==> src/common/mscb_regs.vh <==
/*
  register offsets, field positions, reset values and timing counts
  for the misc system csr block. assumes byte offsets on a 16-bit
  host bus where address bit 1 picks the halfword.
*/
`ifndef MSCB_REGS_VH
`define MSCB_REGS_VH

// byte offsets of the 32-bit registers
`define MSCB_OFF_PINCFG   8'h88
`define MSCB_OFF_TMRCFG   8'h8C
`define MSCB_OFF_TMRCNT   8'h90
`define MSCB_OFF_HWORD    8'h98
`define MSCB_OFF_TICK     8'h9C
`define MSCB_OFF_DROP     8'hA0
`define MSCB_OFF_MACCMD   8'hA4
`define MSCB_OFF_MACDAT   8'hA8

// pin function field, bits 22:20 (high halfword bits 6:4)
`define MSCB_PINFN_LSB    4
`define MSCB_PINFN_MSB    6
// general output data, bits 4:3
`define MSCB_GENERAL_OUTPUT_THREE_BIT     3
`define MSCB_GENERAL_OUTPUT_FOUR_BIT     4

// pin function codes
`define MSCB_FN_EEPROM    3'h0
`define MSCB_FN_GPO_GPO   3'h1
`define MSCB_FN_GPO_RXDV  3'h3
`define MSCB_FN_TXEN_GPO  3'h5
`define MSCB_FN_TXEN_RXDV 3'h6
`define MSCB_FN_CLKS      3'h7

// timer run bit 29 (high halfword bit 13)
`define MSCB_TMR_RUN_BIT  13
`define MSCB_TMR_RST      16'hFFFF

// indirect command, high halfword bits 15 and 14
`define MSCB_CMD_PEND_BIT 15
`define MSCB_CMD_RNW_BIT  14

`define MSCB_SWAP_KEY     32'hFFFFFFFF

// timing: host clock and free-running counter rate
`define MSCB_CLK_MHZ      250
`define MSCB_TICK_MHZ     25
`define MSCB_TICK_DIV     (`MSCB_CLK_MHZ / `MSCB_TICK_MHZ)
// timer step period in microseconds
`define MSCB_TMR_STEP_US  100
`define MSCB_TMR_STEP_CYC (`MSCB_TMR_STEP_US * `MSCB_CLK_MHZ)

`endif

==> src/hw/mscb_csr_block.v <==
/*
  misc system csr block: pin function select, general-purpose timer,
  halfword order, free-running 25 MHz counter, dropped-frame counter
  and the indirect port into the mac register space.
  assumes a synchronous 16-bit host port with one-cycle read/write
  strobes, and a mac register side that answers with a one-cycle ack.
*/
`timescale 1ns/1ps
`default_nettype none
`include "mscb_regs.vh"

// Contract
// RULE_01 - pin function code routes the two eeprom pins; 010 and 100 reserved
// RULE_02 - writing one to run bit starts timer, clearing halts it
// RULE_03 - run bit falling forces preload field to all ones
// RULE_04 - 16-bit preload supplies timer load value, resets to all ones
// RULE_05 - timer raises interrupt events at configured intervals
// RULE_06 - read-only count field shows present timer value, resets all ones
// RULE_07 - normal order: A[1] high reaches upper halfword, low reaches lower
// RULE_08 - swap register all ones swaps the halfword selection
// RULE_09 - network side data order never depends on halfword setting
// RULE_10 - 32-bit counter from zero, steps each 25 MHz cycle, wraps
// RULE_11 - first halfword read latches whole count for the second read
// RULE_12 - counter reaches zero within 160 ns of reset
// RULE_13 - counter runs in every power state
// RULE_14 - each dropped frame adds one to 32-bit drop counter
// RULE_15 - any read of drop counter clears it after returning value; the code clears it only on the first halfword read of a pair
// RULE_16 - event when drop counter steps from 7FFFFFFF to 80000000
// RULE_17 - pending bit write starts mac access, self-clears when done
// RULE_18 - read data valid in data register when pending clears
// RULE_19 - host leaves command and data alone while pending
// RULE_20 - direction bit: one reads mac register, zero writes
// RULE_21 - 8-bit address field picks mac register, resets zero
// RULE_22 - 32-bit data register holds write or read value, resets zero
// RULE_23 - timer counts down from preload, reloads and flags on passing zero
// RULE_24 - host loads data before setting pending for a write
module mscb_csr_block #(
  parameter TMR_STEP_CYC = `MSCB_TMR_STEP_CYC
) (
  input  wire        I_REF_CLK,
  input  wire        I_RST_B,
  input  wire        I_CE,
  input  wire [7:1]  I_ADDR,
  input  wire        I_RD,
  input  wire        I_WR,
  input  wire [15:0] I_WDATA,
  output reg  [15:0] O_RDATA,
  output reg         O_RVALID,
  input  wire        I_EE_DO,
  input  wire        I_EE_DOE,
  input  wire        I_EE_CLK,
  input  wire        I_TX_EN,
  input  wire        I_RX_DV,
  input  wire        I_TX_CLK,
  input  wire        I_RX_CLK,
  input  wire        I_EE_DATA_PIN,
  output reg         O_EE_DATA_PIN,
  output reg         O_EE_DATA_PIN_OE,
  output reg         O_EE_CLK_PIN,
  output reg         O_EE_CLK_PIN_OE,
  output reg         O_EE_DI,
  input  wire        I_FRAME_DROP,
  output reg         O_TIMER_EVT,
  output reg         O_DROP_HALF_EVT,
  output reg         O_MAC_REQ,
  output reg         O_MAC_RNW,
  output reg  [7:0]  O_MAC_ADDR,
  output reg  [31:0] O_MAC_WDATA,
  input  wire        I_MAC_ACK,
  input  wire [31:0] I_MAC_RDATA
);

  localparam [15:0] TICK_DIV_M1 = `MSCB_TICK_DIV - 1;
  localparam [31:0] STEP_M1     = TMR_STEP_CYC - 1;

  // register state
  reg  [2:0]  pin_fn;
  reg         general_output_three;
  reg         general_output_four;
  reg         tmr_run;
  reg  [15:0] tmr_load;
  reg  [15:0] tmr_cnt;
  reg  [31:0] tmr_pre;
  reg  [31:0] hword;
  reg  [15:0] tick_div;
  reg  [31:0] tick_cnt;
  reg  [31:0] tick_snap;
  reg         tick_held;
  reg  [31:0] drop_cnt;
  reg  [31:0] drop_snap;
  reg         drop_held;
  reg         pend;
  reg         rnw;
  reg  [7:0]  mac_addr;
  reg  [31:0] mac_data;

  // halfword lane select and decode
  wire        swapped = (hword == `MSCB_SWAP_KEY);             // RULE_08
  wire        upper   = I_ADDR[1] ^ swapped;                   // RULE_07
  wire [7:0]  off     = {I_ADDR[7:2], 2'b00};
  wire        rd      = I_CE & I_RD;
  wire        wr      = I_CE & I_WR;
  wire        wr_lo   = wr & ~upper;
  wire        wr_hi   = wr & upper;

  reg         sel_pin;
  reg         sel_tcf;
  reg         sel_tcn;
  reg         sel_hw;
  reg         sel_tick;
  reg         sel_drop;
  reg         sel_cmd;
  reg         sel_dat;

  // address decode, one register per aligned word
  always @* begin
    sel_pin  = 1'b0;
    sel_tcf  = 1'b0;
    sel_tcn  = 1'b0;
    sel_hw   = 1'b0;
    sel_tick = 1'b0;
    sel_drop = 1'b0;
    sel_cmd  = 1'b0;
    sel_dat  = 1'b0;
    if (off == `MSCB_OFF_PINCFG) begin
      sel_pin = 1'b1;
    end else if (off == `MSCB_OFF_TMRCFG) begin
      sel_tcf = 1'b1;
    end else if (off == `MSCB_OFF_TMRCNT) begin
      sel_tcn = 1'b1;
    end else if (off == `MSCB_OFF_HWORD) begin
      sel_hw = 1'b1;
    end else if (off == `MSCB_OFF_TICK) begin
      sel_tick = 1'b1;
    end else if (off == `MSCB_OFF_DROP) begin
      sel_drop = 1'b1;
    end else if (off == `MSCB_OFF_MACCMD) begin
      sel_cmd = 1'b1;
    end else if (off == `MSCB_OFF_MACDAT) begin
      sel_dat = 1'b1;
    end
  end

  // full-word views for the read mux
  wire [31:0] pin_word = {9'h000, pin_fn, 15'h0000, general_output_four, general_output_three, 3'h0};
  wire [31:0] tcf_word = {2'h0, tmr_run, 13'h0000, tmr_load};
  wire [31:0] cmd_word = {pend, rnw, 22'h000000, mac_addr};
  wire [31:0] tick_src = tick_held ? tick_snap : tick_cnt;
  wire [31:0] drop_src = drop_held ? drop_snap : drop_cnt;

  reg  [31:0] rd_word;

  // read word select; unmapped offsets read zero
  always @* begin
    rd_word = 32'h00000000;
    if (sel_pin) begin
      rd_word = pin_word;
    end else if (sel_tcf) begin
      rd_word = tcf_word;
    end else if (sel_tcn) begin
      rd_word = {16'h0000, tmr_cnt};                           // RULE_06
    end else if (sel_hw) begin
      rd_word = hword;
    end else if (sel_tick) begin
      rd_word = tick_src;                                      // RULE_11
    end else if (sel_drop) begin
      rd_word = drop_src;
    end else if (sel_cmd) begin
      rd_word = cmd_word;
    end else if (sel_dat) begin
      rd_word = mac_data;
    end
  end

  // host read port, data one cycle after the strobe
  always @(posedge I_REF_CLK or negedge I_RST_B) begin
    if (!I_RST_B) begin
      O_RDATA  <= 16'h0000;
      O_RVALID <= 1'b0;
    end else if (I_CE) begin
      O_RVALID <= I_RD;
      if (I_RD) begin
        O_RDATA <= upper ? rd_word[31:16] : rd_word[15:0];
      end
    end
  end

  // pin function and general output bits
  always @(posedge I_REF_CLK or negedge I_RST_B) begin
    if (!I_RST_B) begin
      pin_fn <= `MSCB_FN_EEPROM;
      general_output_three   <= 1'b0;
      general_output_four   <= 1'b0;
    end else if (wr_hi & sel_pin) begin
      pin_fn <= I_WDATA[`MSCB_PINFN_MSB:`MSCB_PINFN_LSB];
    end else if (wr_lo & sel_pin) begin
      general_output_three <= I_WDATA[`MSCB_GENERAL_OUTPUT_THREE_BIT];
      general_output_four <= I_WDATA[`MSCB_GENERAL_OUTPUT_FOUR_BIT];
    end
  end

  reg next_dpin;
  reg next_doe;
  reg next_cpin;
  reg next_coe;

  // pin routing; reserved codes leave both pins undriven
  always @* begin
    next_dpin = 1'b0;
    next_doe  = 1'b0;
    next_cpin = 1'b0;
    next_coe  = 1'b0;
    case (pin_fn)
      `MSCB_FN_EEPROM: begin
        next_dpin = I_EE_DO;                                   // RULE_01
        next_doe  = I_EE_DOE;
        next_cpin = I_EE_CLK;
        next_coe  = 1'b1;
      end
      `MSCB_FN_GPO_GPO: begin
        next_dpin = general_output_three;                                      // RULE_01
        next_doe  = 1'b1;
        next_cpin = general_output_four;
        next_coe  = 1'b1;
      end
      `MSCB_FN_GPO_RXDV: begin
        next_dpin = general_output_three;                                      // RULE_01
        next_doe  = 1'b1;
        next_cpin = I_RX_DV;
        next_coe  = 1'b1;
      end
      `MSCB_FN_TXEN_GPO: begin
        next_dpin = I_TX_EN;                                   // RULE_01
        next_doe  = 1'b1;
        next_cpin = general_output_four;
        next_coe  = 1'b1;
      end
      `MSCB_FN_TXEN_RXDV: begin
        next_dpin = I_TX_EN;                                   // RULE_01
        next_doe  = 1'b1;
        next_cpin = I_RX_DV;
        next_coe  = 1'b1;
      end
      `MSCB_FN_CLKS: begin
        next_dpin = I_TX_CLK;                                  // RULE_01
        next_doe  = 1'b1;
        next_cpin = I_RX_CLK;
        next_coe  = 1'b1;
      end
      default: begin
        next_doe = 1'b0;
      end
    endcase
  end

  // pin outputs registered: one cycle of lag on forwarded signals
  always @(posedge I_REF_CLK or negedge I_RST_B) begin
    if (!I_RST_B) begin
      O_EE_DATA_PIN    <= 1'b0;
      O_EE_DATA_PIN_OE <= 1'b0;
      O_EE_CLK_PIN     <= 1'b0;
      O_EE_CLK_PIN_OE  <= 1'b0;
      O_EE_DI          <= 1'b0;
    end else if (I_CE) begin
      O_EE_DATA_PIN    <= next_dpin;
      O_EE_DATA_PIN_OE <= next_doe;
      O_EE_CLK_PIN     <= next_cpin;
      O_EE_CLK_PIN_OE  <= next_coe;
      O_EE_DI          <= I_EE_DATA_PIN;
    end
  end

  wire run_wr   = wr_hi & sel_tcf;
  wire run_fall = run_wr & tmr_run & ~I_WDATA[`MSCB_TMR_RUN_BIT];
  wire step     = tmr_run & (tmr_pre == STEP_M1);

  // timer configuration: run bit and preload
  always @(posedge I_REF_CLK or negedge I_RST_B) begin
    if (!I_RST_B) begin
      tmr_run  <= 1'b0;
      tmr_load <= `MSCB_TMR_RST;                               // RULE_04
    end else if (I_CE) begin
      if (run_wr) begin
        tmr_run <= I_WDATA[`MSCB_TMR_RUN_BIT];                 // RULE_02
      end
      if (run_fall) begin
        tmr_load <= `MSCB_TMR_RST;                             // RULE_03
      end else if (wr_lo & sel_tcf) begin
        tmr_load <= I_WDATA;
      end
    end
  end

  // timer: prescaled down count, reload and event on passing zero
  always @(posedge I_REF_CLK or negedge I_RST_B) begin
    if (!I_RST_B) begin
      tmr_pre     <= 32'h00000000;
      tmr_cnt     <= `MSCB_TMR_RST;                            // RULE_06
      O_TIMER_EVT <= 1'b0;
    end else if (I_CE) begin
      O_TIMER_EVT <= 1'b0;
      if (!tmr_run) begin
        tmr_pre <= 32'h00000000;
        tmr_cnt <= tmr_load;                                   // RULE_04
      end else if (step) begin
        tmr_pre <= 32'h00000000;
        if (tmr_cnt == 16'h0000) begin
          tmr_cnt     <= tmr_load;                             // RULE_23
          O_TIMER_EVT <= 1'b1;                                 // RULE_05
        end else begin
          tmr_cnt <= tmr_cnt - 16'h0001;                       // RULE_23
        end
      end else begin
        tmr_pre <= tmr_pre + 32'h00000001;
      end
    end
  end

  // halfword order register, written a half at a time
  always @(posedge I_REF_CLK or negedge I_RST_B) begin
    if (!I_RST_B) begin
      hword <= 32'h00000000;
    end else if (wr_hi & sel_hw) begin
      hword[31:16] <= I_WDATA;
    end else if (wr_lo & sel_hw) begin
      hword[15:0] <= I_WDATA;
    end
  end
  // swap only steers host lanes; no network-side path passes here RULE_09

  // free-running count: async reset gives zero at once, well under 160 ns
  // no power-state input gates it, so it runs in every state
  always @(posedge I_REF_CLK or negedge I_RST_B) begin
    if (!I_RST_B) begin
      tick_div <= 16'h0000;
      tick_cnt <= 32'h00000000;                                // RULE_12
    end else if (I_CE) begin
      if (tick_div == TICK_DIV_M1) begin
        tick_div <= 16'h0000;
        tick_cnt <= tick_cnt + 32'h00000001;                   // RULE_10 RULE_13
      end else begin
        tick_div <= tick_div + 16'h0001;
      end
    end
  end

  // snapshot on first halfword read, released by the second
  always @(posedge I_REF_CLK or negedge I_RST_B) begin
    if (!I_RST_B) begin
      tick_snap <= 32'h00000000;
      tick_held <= 1'b0;
    end else if (rd & sel_tick) begin
      tick_held <= ~tick_held;                                 // RULE_11
      if (!tick_held) begin
        tick_snap <= tick_cnt;                                 // RULE_11
      end
    end
  end

  wire drop_clr = rd & sel_drop & ~drop_held;

  // drop counter: a drop in the clearing cycle survives as one
  always @(posedge I_REF_CLK or negedge I_RST_B) begin
    if (!I_RST_B) begin
      drop_cnt        <= 32'h00000000;
      drop_snap       <= 32'h00000000;
      drop_held       <= 1'b0;
      O_DROP_HALF_EVT <= 1'b0;
    end else if (I_CE) begin
      O_DROP_HALF_EVT <= I_FRAME_DROP & (drop_cnt == 32'h7FFFFFFF) & ~drop_clr; // RULE_16
      if (rd & sel_drop) begin
        drop_held <= ~drop_held;
        if (!drop_held) begin
          drop_snap <= drop_cnt;                               // RULE_15
        end
      end
      if (drop_clr) begin
        drop_cnt <= {31'h00000000, I_FRAME_DROP};              // RULE_15 RULE_14
      end else if (I_FRAME_DROP) begin
        drop_cnt <= drop_cnt + 32'h00000001;                   // RULE_14
      end
    end
  end

  // indirect mac access: writes while pending are ignored
  always @(posedge I_REF_CLK or negedge I_RST_B) begin
    if (!I_RST_B) begin
      pend     <= 1'b0;
      rnw      <= 1'b0;
      mac_addr <= 8'h00;                                       // RULE_21
      mac_data <= 32'h00000000;                                // RULE_22
    end else if (I_CE) begin
      if (pend) begin
        if (I_MAC_ACK) begin
          pend <= 1'b0;                                        // RULE_17
          if (rnw) begin
            mac_data <= I_MAC_RDATA;                           // RULE_18
          end
        end
      end else if (wr_hi & sel_cmd) begin
        pend <= I_WDATA[`MSCB_CMD_PEND_BIT];                   // RULE_17
        rnw  <= I_WDATA[`MSCB_CMD_RNW_BIT];                    // RULE_20
      end else if (wr_lo & sel_cmd) begin
        mac_addr <= I_WDATA[7:0];                              // RULE_21
      end else if (wr_hi & sel_dat) begin
        mac_data[31:16] <= I_WDATA;                            // RULE_22 RULE_24
      end else if (wr_lo & sel_dat) begin
        mac_data[15:0] <= I_WDATA;                             // RULE_22
      end
    end
  end

  // request side toward the mac registers, held while pending
  always @(posedge I_REF_CLK or negedge I_RST_B) begin
    if (!I_RST_B) begin
      O_MAC_REQ   <= 1'b0;
      O_MAC_RNW   <= 1'b0;
      O_MAC_ADDR  <= 8'h00;
      O_MAC_WDATA <= 32'h00000000;
    end else if (I_CE) begin
      O_MAC_REQ   <= pend & ~I_MAC_ACK & ~O_MAC_REQ | O_MAC_REQ & ~I_MAC_ACK; // RULE_17
      O_MAC_RNW   <= rnw;                                      // RULE_20
      O_MAC_ADDR  <= mac_addr;
      O_MAC_WDATA <= mac_data;                                 // RULE_19
    end
  end

endmodule
`default_nettype wire

==> config.mk <==
export PLATFORM = sky130hd
export DESIGN_NAME = mscb_csr_block
export DESIGN_NICKNAME = d
export VERILOG_FILES = /design/src/hw/mscb_csr_block.v
export VERILOG_INCLUDE_DIRS = /design/src /design/src/common
export SDC_FILE = /design/constraint.sdc
export NUM_CORES = 1
export LEC_CHECK = 0
export BUFFER_PORTS_ARGS = -buffer_cell sky130_fd_sc_hd__buf_4
export CORE_UTILIZATION = 56
export CTS_BUF_LIST = sky130_fd_sc_hd__clkbuf_8
export DETAILED_ROUTE_END_ITERATION = 10
export MAX_ROUTING_LAYER = met4
export PLACE_DENSITY = 0.8
export SETUP_SLACK_MARGIN = 0.02
export SYNTH_ARGS = -nofsm -noshare
export SYNTH_HDL_FRONTEND = slang
export SYNTH_SLANG_ARGS = --single-unit
export TNS_END_PERCENT = 5
==> constraint.sdc <==
create_clock -name I_REF_CLK -period 3 [get_ports I_REF_CLK]
set_input_delay 0.15 -clock I_REF_CLK [delete_from_list [all_inputs] [get_ports I_REF_CLK]]
set_output_delay 0.15 -clock I_REF_CLK [all_outputs]
set_load 0.02 [all_outputs]
==> flow_metrics.py <==
metrics = {
    "run_status": {
        "status": "finished clean",
    },
    "run": {
        "maxCapViolCount": 0,
    },
    "floorplan": {
        "fp.dieArea_um2": 32500,
        "io_pins": 136,
        "initial_utilization_pct": 57.6,
        "placeableCoreArea_um2": 30900,
        "die_h_um": 180,
        "row_cnt": 64,
        "die-width_um": 180,
    },
    "pwr": {
        "cellPowerDensity_nw_per_um2": 523,
        "vdd_drop_max_mv": 0.422,
        "power.leakage_nw": 9.82,
    },
    "placement": {
        "post-dp-hpwl_mm": 36.8,
        "place.gp.congestion": 0.987,
        "dp_slack_ns": 0.383,
        "buffers_added_on_ports": 135,
        "place_area_um2": 19400,
        "place_inst": 2139,
    },
    "critical_path": {
        "worst-path-max-fanout": 6,
        "setup.worst_path.start_class": "flip-flop",
        "worstSetupPathType": "flip-flop to flip-flop",
        "crit_arrival_ns": 3.23,
        "critical_path_required_ns": 3.48,
        "worst_setup_path_end_kind": "flip-flop",
    },
    "logic_synthesis": {
        "post-synth-top-area-cell": "dfrtp_1",
        "ys_async_sr_fraction_pct": 100,
        "most_repeated_cell_in_the_gate_level_netlist_after_synthesis": "dfrtp_1",
        "mappedNetlistNets": 1725,
        "syn_area_um2": 17800,
        "synth.top_cells.by_area": "dfrtp_1 46%, mux2_2 12%, dfstp_2 4.7%",
        "most_frequently_used_flop_master_after_synthesis": "dfrtp_1",
        "ys.warnings.count": 0,
        "postSynthCellCount": 1648,
        "synth-edff-count": 0,
        "ys_seq_area_share_pct": 50.2,
        "synth_largest_type_area_fraction_pct": 45.5,
        "mean_area_per_synthesized_cell_um2": 10.8,
        "leading_post_synthesis_cells_by_instance_count": "324 x dfrtp_1, 194 x mux2_2, 177 x nand2_1",
        "synthDistinctLibCells": 87,
        "ys_seq_elements": 356,
    },
    "clock_network": {
        "clkSlewWorstSetupHoldPaths_ns": 0.06,
        "tritoncts.num_buffers": 58,
        "tritoncts": "built",
        "cts.sink_count": 356,
        "cts_post_setup_buffers_inserted": 0,
        "cts_buffer_depth": 3,
        "clk_latency_ns": 0.64,
        "cts.root.buffer_cell": "clkbuf_8",
        "cts_resized": 0,
        "cts_max_level": 2,
    },
    "timing": {
        "report.final.setup_viol": 0,
        "drv_slew": 0,
        "skew_ns": 0.0462,
        "finalWorstPathRequiredPeriod_ns": 2.75,
        "rsz0062_at_grt": "false",
        "worst_slew_pin_slew_ns": 1.21,
        "hold_violations": 0,
        "fmaxAchievable_mhz": 364,
        "setup-tns-final_ns": 0,
        "final.setup.worst_slack_ns": 0.253,
        "post-route-period-util_pct": 91.6,
        "slew_headroom_pct": 19.1,
    },
    "route": {
        "antenna_violating_nets_post_route": 0,
        "detail_route.iter0.violations": 1442,
        "routedWlPerCell_um": 22.9,
        "drtPass1Iterations": 6,
        "detailroute.via_count": 14400,
        "drcViolationCount": 0,
        "routed_via_density": 6.20,
        "route.final.wire_length_mm": 53.0,
    },
    "global_route": {
        "number_of_global_route_vias_before_repair": 14500,
        "antenna_found_initial": 2,
        "grt_start_max_net_pins": 74,
        "grt_usage_pct": 33.9,
        "grt_first_pass_wirelength_mm": 82.7,
        "globalRouteOverflowTotal": 0,
    },
    "final_layout": {
        "fin_nets": 1945,
        "final_cells": 2313,
        "layout-drive-gt1-share_pct": 27.9,
        "filler_cell_count": 2269,
        "syn2layout_area_growth_pct": 19.0,
        "post-route-cell-area_um2": 21200,
    },
    "hold_path": {
        "hp-class": "primary input to flip-flop",
    },
}
-- registers in the layout, indices dropped and copies added, names as in the netlist, 16 cells and up --
name / cells
O_MAC_WDATA: 32
drop_cnt: 32
drop_snap: 32
hword: 32
mac_data: 32
tick_cnt: 32
tick_snap: 32
tmr_pre: 32
O_RDATA: 16
tick_div: 16
tmr_cnt: 16
tmr_load: 16
-- power breakdown --
part / internal (mW) / total [mW] / switching, mW
logic: 0.627 / 1.41 / 0.786
registers: 5.10 / 5.43 / 0.324
clock network: 2.22 / 4.25 / 2.03
-- routing by layer --
metal | track usage (%) | part of all wire [%] | vias to the layer above
met4 | 14.3 | 4.3 | 0
met3 | 7.40 | 9.3 | 157
met2 | 51.8 | 46 | 671
met1 | 43.8 | 40 | 7164
met5 | - | 0 | -
li1 | - | - | 6358
-- critical path: stages (launching register included) --
cell	delay (ns)
dfrtp_1	0.43
inv_1	0.07
ha_1	0.14
nor4bb_1	0.33
nand4_1	0.40
or3_1	0.65
nor3_4	0.28
nand4_1	0.15
xnor2_1	0.15
-- repair_timing --
action | in CTS | in global routing
endpoints found under the hold margin | 238 | 0
endpoints found under the setup margin | 0 | 0
hold buffers | 65 | 0
-- stage by stage --
stage          power, mW  util, %  hold slack [ns]
6_report            11.1     68.6           0.0349
5_1_grt             11.5     68.6           0.0459
4_1_cts             11.1     68.5           0.0160
3_5_place_dp        6.81     62.7            0.152
3_3_place_gp        6.75     62.7            0.148
2_1_floorplan       6.18        -           -0.146
-- cells by family (layout without fill, tap and decap cells) --
group                    after synthesis  in the layout  share of synthesized area (%)
AND/OR/NAND/NOR                      561            561                           15.7
flip-flops                           356            356                           50.2
AO/OA/AOI/OAI                        256            256                           9.74
multiplexers                         252            252                           15.8
buffers and inverters                112            380                           2.89
XOR/XNOR                             104            104                           5.16
adder cells (fa/ha/maj)                7              7                          0.492
other                                  0              1                              0
-- final cells by class --
type	count	area (um^2)	area share, %
sequential	356	8950	42.2
multi-input combinational	1180	8370	39.5
timing repair buffer	252	2120	10.0
clock buffer	70	963	4.55
tap	396	495	2.34
clock inverter	38	208	0.980
inverter	20	75.1	0.354
antenna	1	2.50	0.0118
-- layout by cell type, fill, tap and decap left out, types with 15 or more instances in the layout --
cell type / netlist / routed
xor2_1: 45 / 45
o22a_1: 15 / 15
and3_1: 16 / 16
dlygate4sd3_1: 0 / 65
o22ai_1: 17 / 17
nand4_1: 40 / 40
clkbuf_8: 0 / 70
buf_4: 11 / 181
dfrtp_1: 324 / 322
mux2_2: 194 / 194
dfstp_2: 32 / 32
xnor2_1: 58 / 57
mux2i_1: 47 / 47
nand2b_1: 24 / 24
nor4_1: 17 / 17
nand3_1: 48 / 48
o21ai_0: 63 / 63
nor3_1: 26 / 26
a21oi_1: 50 / 50
nor2_1: 138 / 138
inv_1: 20 / 45
nand2_1: 177 / 177
-- worst paths after layout --
path,from,end,slack (ns),cells past startpoint
setup / recovery,tick_div[1],tick_cnt[22],0.25,8
hold / removal,I_RX_CLK,O_EE_CLK_PIN,0.03,4
setup reg to reg,tick_div[1],tick_cnt[22],0.25,8
hold reg to reg,drop_snap[29],drop_snap[29],0.49,1
max in group asynchronous,I_RST_B,mac_data[1],2.03,3
min in group asynchronous,I_RST_B,tmr_pre[22],0.08,2
Power figures use the tool's default switching activity.
